===== src/design/adc_host_consts.svh =====
// Offsets, fields, reset values and timing counts of the serial reader host
`ifndef ADC_HOST_CONSTS_SVH
`define ADC_HOST_CONSTS_SVH

`define ADDR_W 8
`define DATA_W 32
`define WORD_W 16

`define REG_CTRL 8'h00
`define REG_STATUS 8'h04
`define REG_INT_STAT 8'h08
`define REG_INT_MASK 8'h0C
`define REG_DATA_FIRST 8'h10
`define REG_DATA_SECOND 8'h14
`define REG_TX_WORD 8'h18

`define CTRL_ARM 0
`define CTRL_LEN14 1
`define CTRL_DUAL 2
`define CTRL_CONT 3

`define INT_CONV_DONE 0
`define INT_READ_DONE 1
`define INT_W 2

`define CTRL_RESET 4'h4
`define MASK_RESET 2'h0
`define TX_WORD_RESET 16'h0000

`define LEN_LONG 5'h10
`define LEN_SHORT 5'h0E

`define CLK_NS 5
`define SCLK_HALF_NS 40
`define SCLK_HALF_CYC ((`SCLK_HALF_NS + `CLK_NS - 1) / `CLK_NS)
`define QUIET_NS 100
`define QUIET_CYC ((`QUIET_NS + `CLK_NS - 1) / `CLK_NS)

`endif


===== src/design/adc_host_pkg.sv =====
// Types shared by the serial reader host
package adc_host_pkg;

    typedef enum logic [1:0] {
        ST_IDLE = 2'b00,
        ST_ARMED = 2'b01,
        ST_FRAME = 2'b11,
        ST_QUIET = 2'b10
    } state_t;

    typedef logic [7:0] addr_t;
    typedef logic [31:0] data_t;
    typedef logic [15:0] word_t;

endpackage : adc_host_pkg


===== src/design/dual_adc_serial_host_reader.sv =====
// Host reader for a dual serial-output converter, with register port
`timescale 1ns/100ps
`default_nettype none
`include "adc_host_consts.svh"

module dual_adc_serial_host_reader
(
    input wire logic ref_clk,
    input wire logic nrst,
    input wire adc_host_pkg::addr_t addr,
    input wire adc_host_pkg::data_t wr_data,
    input wire logic wr_stb,
    input wire logic rd_stb,
    output adc_host_pkg::data_t rd_data,
    output logic irq,
    output logic host_tx_frame_n,
    output logic host_rx_clock,
    output logic host_tx_data,
    input wire logic busy,
    input wire logic serial_out_first,
    input wire logic serial_out_second
);
    import adc_host_pkg::*;

    // Register decode used by both write and read paths
    function automatic logic hit(input addr_t a, input addr_t off);
        hit = (a == off);
    endfunction : hit

    state_t state_q;
    logic [3:0] ctrl_q;
    logic [`INT_W-1:0] int_stat_q;
    logic [`INT_W-1:0] int_mask_q;
    word_t tx_word_q;
    word_t tx_shift_q;
    word_t data_first_q;
    word_t data_second_q;
    word_t shift_first_q;
    word_t shift_second_q;
    logic [4:0] frame_len_q;
    logic [4:0] bit_cnt_q;
    logic frame_dual_q;
    logic [7:0] div_q;
    logic tick;
    logic [7:0] quiet_q;
    logic sclk_q;
    logic cs_n_q;
    logic txd_q;
    logic irq_q;
    data_t rd_data_q;
    logic [2:0] busy_s;
    logic [1:0] first_s;
    logic [1:0] second_s;
    logic conv_ev;
    logic fall_ev;
    logic rise_ev;
    logic start_ev;
    logic end_ev;
    logic go_q;
    logic [`INT_W-1:0] ev;

    assign rd_data = rd_data_q;
    assign irq = irq_q;
    assign host_tx_frame_n = cs_n_q;
    assign host_rx_clock = sclk_q;
    assign host_tx_data = txd_q;

    // Pin synchronisers; data lines read at the second stage, busy at the second and third
    always_ff @(posedge ref_clk or negedge nrst)
    begin
        if (!nrst)
        begin
            busy_s <= 3'h0;
            first_s <= 2'h0;
            second_s <= 2'h0;
        end
        else
        begin
            busy_s <= {busy_s[1:0], busy};
            first_s <= {first_s[0], serial_out_first};
            second_s <= {second_s[0], serial_out_second};
        end
    end

    assign conv_ev = busy_s[2] && !busy_s[1];

    // Free-running half-period divider
    always_ff @(posedge ref_clk or negedge nrst)
    begin
        if (!nrst)
            div_q <= 8'h00;
        else if (tick)
            div_q <= 8'h00;
        else
            div_q <= div_q + 8'h01;
    end

    assign tick = (div_q == 8'(`SCLK_HALF_CYC - 1));
    assign fall_ev = tick && (state_q == ST_FRAME) && sclk_q;
    assign rise_ev = tick && (state_q == ST_FRAME) && !sclk_q;
    // Frame opens only as the clock goes or stays high
    assign start_ev = tick && (state_q == ST_ARMED) && go_q && (!ctrl_q[`CTRL_CONT] || !sclk_q);
    assign end_ev = rise_ev && (bit_cnt_q == frame_len_q);

    // Serial clock; idles high unless free-running
    always_ff @(posedge ref_clk or negedge nrst)
    begin
        if (!nrst)
            sclk_q <= 1'b1;
        else if (tick)
        begin
            if (ctrl_q[`CTRL_CONT])
                sclk_q <= !sclk_q;
            else if (state_q == ST_FRAME)
                sclk_q <= !sclk_q;
            else
                sclk_q <= 1'b1;
        end
    end

    // Sequencer
    always_ff @(posedge ref_clk or negedge nrst)
    begin
        if (!nrst)
        begin
            state_q <= ST_IDLE;
            quiet_q <= 8'h00;
        end
        else
        begin
            case (state_q)
                ST_IDLE:
                    if (wr_stb && hit(addr, `REG_CTRL) && wr_data[`CTRL_ARM])
                        state_q <= ST_ARMED;
                ST_ARMED:
                    if (start_ev)
                        state_q <= ST_FRAME;
                ST_FRAME:
                    if (end_ev)
                    begin
                        state_q <= ST_QUIET;
                        quiet_q <= 8'h00;
                    end
                ST_QUIET:
                    if (quiet_q == 8'(`QUIET_CYC - 1))
                        state_q <= ST_IDLE;
                    else
                        quiet_q <= quiet_q + 8'h01;
                default:
                    state_q <= ST_IDLE;
            endcase
        end
    end

    // Armed waits for the conversion-complete event
    always_ff @(posedge ref_clk or negedge nrst)
    begin
        if (!nrst)
            go_q <= 1'b0;
        else if (state_q != ST_ARMED)
            go_q <= 1'b0;
        else if (conv_ev)
            go_q <= 1'b1;
    end

    // Chip-select frame and dummy control word
    always_ff @(posedge ref_clk or negedge nrst)
    begin
        if (!nrst)
        begin
            cs_n_q <= 1'b1;
            txd_q <= 1'b0;
            tx_shift_q <= 16'h0000;
        end
        else if (start_ev && go_q)
        begin
            cs_n_q <= 1'b0;
            txd_q <= tx_word_q[15];
            tx_shift_q <= {tx_word_q[14:0], 1'b0};
        end
        else if (end_ev)
        begin
            cs_n_q <= 1'b1;
            txd_q <= 1'b0;
        end
        else if (rise_ev)
        begin
            txd_q <= tx_shift_q[15];
            tx_shift_q <= {tx_shift_q[14:0], 1'b0};
        end
    end

    // Receive shifters, sampled on the falling edge
    always_ff @(posedge ref_clk or negedge nrst)
    begin
        if (!nrst)
        begin
            bit_cnt_q <= 5'h00;
            frame_len_q <= `LEN_LONG;
            frame_dual_q <= 1'b0;
            shift_first_q <= 16'h0000;
            shift_second_q <= 16'h0000;
        end
        else if (start_ev && go_q)
        begin
            bit_cnt_q <= 5'h00;
            frame_len_q <= ctrl_q[`CTRL_LEN14] ? `LEN_SHORT : `LEN_LONG;
            frame_dual_q <= ctrl_q[`CTRL_DUAL];
            shift_first_q <= 16'h0000;
            shift_second_q <= 16'h0000;
        end
        else if (fall_ev && (bit_cnt_q != frame_len_q))
        begin
            bit_cnt_q <= bit_cnt_q + 5'h01;
            shift_first_q <= {shift_first_q[14:0], first_s[1]};
            if (frame_dual_q)
                shift_second_q <= {shift_second_q[14:0], second_s[1]};
        end
    end

    // Result registers, right justified
    always_ff @(posedge ref_clk or negedge nrst)
    begin
        if (!nrst)
        begin
            data_first_q <= 16'h0000;
            data_second_q <= 16'h0000;
        end
        else if (end_ev)
        begin
            data_first_q <= shift_first_q;
            data_second_q <= shift_second_q;
        end
    end

    // Software control registers
    always_ff @(posedge ref_clk or negedge nrst)
    begin
        if (!nrst)
        begin
            ctrl_q <= `CTRL_RESET;
            int_mask_q <= `MASK_RESET;
            tx_word_q <= `TX_WORD_RESET;
        end
        else if (wr_stb)
        begin
            if (hit(addr, `REG_CTRL))
                ctrl_q <= {wr_data[3:1], 1'b0};
            else if (hit(addr, `REG_INT_MASK))
                int_mask_q <= wr_data[`INT_W-1:0];
            else if (hit(addr, `REG_TX_WORD))
                tx_word_q <= wr_data[15:0];
        end
    end

    // Sticky events; a new event wins over a clear
    assign ev = {end_ev, conv_ev && (state_q == ST_ARMED)};
    always_ff @(posedge ref_clk or negedge nrst)
    begin
        if (!nrst)
            int_stat_q <= 2'h0;
        else if (wr_stb && hit(addr, `REG_INT_STAT))
            int_stat_q <= (int_stat_q & ~wr_data[`INT_W-1:0]) | ev;
        else
            int_stat_q <= int_stat_q | ev;
    end

    always_ff @(posedge ref_clk or negedge nrst)
    begin
        if (!nrst)
            irq_q <= 1'b0;
        else
            irq_q <= |(int_stat_q & int_mask_q);
    end

    // Read data stands in the cycle after the strobe only
    always_ff @(posedge ref_clk or negedge nrst)
    begin
        if (!nrst)
            rd_data_q <= 32'h0000_0000;
        else if (!rd_stb)
            rd_data_q <= 32'h0000_0000;
        else if (hit(addr, `REG_CTRL))
            rd_data_q <= {28'h0000000, ctrl_q};
        else if (hit(addr, `REG_STATUS))
            rd_data_q <= {28'h0000000, busy_s[1], !cs_n_q, state_q};
        else if (hit(addr, `REG_INT_STAT))
            rd_data_q <= {30'h00000000, int_stat_q};
        else if (hit(addr, `REG_INT_MASK))
            rd_data_q <= {30'h00000000, int_mask_q};
        else if (hit(addr, `REG_DATA_FIRST))
            rd_data_q <= {16'h0000, data_first_q};
        else if (hit(addr, `REG_DATA_SECOND))
            rd_data_q <= {16'h0000, data_second_q};
        else if (hit(addr, `REG_TX_WORD))
            rd_data_q <= {16'h0000, tx_word_q};
        else
            rd_data_q <= 32'h0000_0000;
    end
endmodule : dual_adc_serial_host_reader
`default_nettype wire


===== config.mk =====
export PLATFORM = sky130hd
export DESIGN_NAME = dual_adc_serial_host_reader
export DESIGN_NICKNAME = d
export VERILOG_FILES = /design/src/design/adc_host_pkg.sv /design/src/design/dual_adc_serial_host_reader.sv
export VERILOG_INCLUDE_DIRS = /design/src /design/src/design
export SDC_FILE = /design/constraint.sdc
export NUM_CORES = 1
export LEC_CHECK = 0
export ABC_AREA = 1
export BUFFER_PORTS_ARGS = -buffer_cell sky130_fd_sc_hd__buf_2
export CAP_MARGIN = 0
export CORE_ASPECT_RATIO = 1.25
export CORE_MARGIN = 2
export CORE_UTILIZATION = 45
export DETAILED_ROUTE_END_ITERATION = 8
export GPL_TIMING_DRIVEN = 0
export PLACE_DENSITY = 0.77
export SLEW_MARGIN = 30
export SYNTH_ARGS = -nofsm -noshare
export SYNTH_HDL_FRONTEND = slang
export SYNTH_SLANG_ARGS = --single-unit

===== constraint.sdc =====
create_clock -name ref_clk -period 1.7 [get_ports ref_clk]
set_input_delay 0.085 -clock ref_clk [delete_from_list [all_inputs] [get_ports ref_clk]]
set_output_delay 0.085 -clock ref_clk [all_outputs]
set_load 0.005 [all_outputs]

==> flow_metrics.env <==
export IMPL_post_dp_hpwl_um=11400
export IMPL_fin_ws_ps=-92.7
export IMPL_timing_hold_violations_final=0
export IMPL_fmax_ghz=0.558
export IMPL_cp_required_ps=2030
export IMPL_hold_slack_ps=74.6
export IMPL_status="finished with violations"
export IMPL_maxCapViolations=0
export IMPL_port_buffers=50
export IMPL_die_w_um=116
export IMPL_clock_sinks=156
export IMPL_worstSetupPathType="flop to flop"
export IMPL_synth_seq_cells=156
export IMPL_vias_per_cell=5.04
export IMPL_synth_compound_area_share_pct=7.43
export IMPL_p_per_area_mw_per_mm2=888
export IMPL_grt_ovfl_total=0
export IMPL_core_region_area_mm2=0.0155
export IMPL_clk_pin_slew_worst_paths_ps=70
export IMPL_cts_root_buf="clkbuf_16"
export IMPL_cts_tree="yes"
export IMPL_grt_pass1_wl_um=27300
export IMPL_ys_warn_count=0
export IMPL_final_area_mm2=0.00912
export IMPL_dieHeight_um=145
export IMPL_syn_area_mm2=0.00711
export IMPL_fill_cells=1260
export IMPL_hold_path_class="input port to flop"
export IMPL_end_kind="flop"
export IMPL_finClkSkew_ps=9.37
export IMPL_drcViolationCount=0
export IMPL_gp_congestion=0.876
export IMPL_worst_r2r_cell_count=9
export IMPL_yosys_area_share_simple_pct=26.3
export IMPL_tritoncts_num_buffers=17
export IMPL_h_tree_depth=4
export IMPL_ys_flop_type="dfrtp_1"
export IMPL_clock_path_buffers=2
export IMPL_grt_pass1_vias=5665
export IMPL_final_cell_mix="nand2_1 (262), dfrtp_1 (151), inv_1 (63), buf_2 (58), nor2_1 (48)"
export IMPL_cp_max_fo=6
export IMPL_num_antenna_cells=0
export IMPL_routed_wl_um=17800
export IMPL_post_route_period_util_pct=105
export IMPL_async_reset_ff_share_pct=100
export IMPL_antenna_found_initial=0
export IMPL_synthAdderAreaFrac_pct=0.528
export IMPL_ios=83
export IMPL_synth_edf_count=0
export IMPL_final_nets=1011
export IMPL_worst_slew_pin_slew_ps=527
export IMPL_rows=51
export IMPL_ant_nets=0
export IMPL_grt_usage_pct=21.2
export IMPL_hold_path_depth=3
export IMPL_via_count=5978
export IMPL_maxSlewHeadroom_pct=64.9
export IMPL_synth_mux_area_share_pct=1.11
export IMPL_leakage_uw=0.00487
export IMPL_start_kind="flop"
export IMPL_layout_commonest_cell="nand2_1"
export IMPL_ys_seq_area_share_pct=55.0
export IMPL_synthCells=825
export IMPL_rsz0062_at_grt="yes"
export IMPL_drive_above_1_share_pct=25.4
export IMPL_first_iter_violations=584
export IMPL_post_route_min_period_ps=1790
export IMPL_clk_latency_ps=440
export IMPL_synth_xor_area_share_pct=1.36
export IMPL_wl_per_cell_um=15.0
export IMPL_critical_path_arrival_ps=2120
export IMPL_fp_dieArea_mm2=0.0168
export IMPL_setup_viol=34
export IMPL_drt_first_pass_iters=7
export IMPL_maxSlewViolCount=0
export IMPL_placed_cell_area_mm2=0.00772
export IMPL_violations="negative setup slack"
export IMPL_syn_avg_cell_area_um2=8.62
export IMPL_netlist_cell_type_count=42
export IMPL_synth_top_family_by_area="simple AND/OR/NAND/NOR gates"
export IMPL_grt_max_degree=88
export IMPL_area_growth_pct=28.3
export IMPL_start_util_pct=45.8
export IMPL_irDropWorstVdd_v=0.000743
## worst max-delay path, stage by stage (launching register included)
cell	delay, ps
dfrtp_1	390
ha_4	170
nand3_4	100
nor2_8	220
nand3_4	200
buf_4	190
o21bai_1	150
nand3_1	140
nand2_1	80
inv_1	40
## logic make-up (layout without fill, tap and decap cells)
kind of cell,count (synthesis),in the layout
DFF,156,156
xor gates and xnor gates,11,11
adders and majority gates,3,3
other,1,16
buffers and inverters,110,244
AOI/OAI and AO/OA,98,98
muxes,7,7
and+or+nand+nor,439,439
## timing repair
item / in CTS / in global routing
hold buffers: 21 / 0
setup endpoints to repair: 96 / 97
endpoints found under the hold margin: 94 / 0
pin swaps: 7 / 17
cloned: 2 / 2
resized for setup: 33 / 80
setup buffers: 11 / 15
## through the flow
step	TNS (ps)	utilization, %	cells	setup WS [ps]	power, uW
floorplan	0	-	840	108	3960
global placement	-277400	49.5	1102	-1770	4110
detailed placement	-12630	49.8	1103	-238	4120
CTS	-150	56.5	1169	-19.2	8110
global route	-7060	58.8	1186	-221	8310
finish	-874	58.8	1186	-92.7	8100
## sequential cells by signal, indices dropped and copies added (netlist names)
signal           flops
bit_cnt_q            5
busy_s               3
ctrl_q               3
data_first_q        16
data_second_q       16
div_q                8
first_s              2
frame_dual_q         1
frame_len_q          2
go_q                 1
host_rx_clock        1
host_tx_data         1
host_tx_frame_n      1
int_mask_q           2
int_stat_q           2
irq                  1
quiet_q              8
rd_data             16
second_s             2
shift_first_q       16
shift_second_q      16
state_q              2
tx_shift_q          15
tx_word_q           16
## report_power, final
group	leakage [uW]	switching [uW]	internal, uW
Clock	0.000288	1630	2380
Combinational	0.00248	183	125
Sequential	0.00211	30.3	3760
## layer usage
layer | global-route usage, % | routed length (um)
met5 | 0 | 0
met4 | 10.5 | 680
met3 | 4.40 | 831
met2 | 36.3 | 9250
met1 | 25.1 | 7000
## path summary, 6_finish.rpt
check	slack [ps]	to	from
max	-90	state_q[0]$_DFFE_PN0P_	div_q[0]$_DFF_PN0_
min	70	ctrl_q[2]$_DFFE_PN1N_	wr_stb
max reg2reg	-90	state_q[0]$_DFFE_PN0P_	div_q[0]$_DFF_PN0_
min reg2reg	360	busy_s[1]$_DFF_PN0_	busy_s[0]$_DFF_PN0_
max in group asynchronous	690	data_first_q[4]$_DFFE_PN0P_	nrst
min in group asynchronous	200	quiet_q[3]$_DFFE_PN0P_	nrst
## cells in the mapped netlist, drive strengths merged (2+ instances only)
cell / count / share of area [%]
a21oi: 30 / 2.1
buf: 41 / 4.6
dfrtp: 152 / 54
dfstp: 4 / 1.5
ha: 3 / 0.53
inv: 67 / 3.5
mux2: 7 / 1.1
nand2: 316 / 17
nand3: 37 / 2.9
nand4: 20 / 1.8
nor2: 58 / 3.7
nor3: 3 / 0.21
nor3b: 2 / 0.28
o211ai: 3 / 0.32
o21ai: 54 / 4.0
o22ai: 8 / 0.70
xnor2: 2 / 0.25
xor2: 9 / 1.1
## area by class of cell
cell class                      count  area, um2  area share, %
Sequential cell                   156       3910           42.9
Multi-Input combinational cell    574       2910           32.0
Timing Repair Buffer              102        769           8.44
Clock buffer                       18        439           4.82
Buffer                             42        372           4.08
Tap cell                          212        265           2.91
Inverter                           68        264           2.90
Clock inverter                     14        183           2.00
Note: power is estimated with default switching activity, not from simulation.
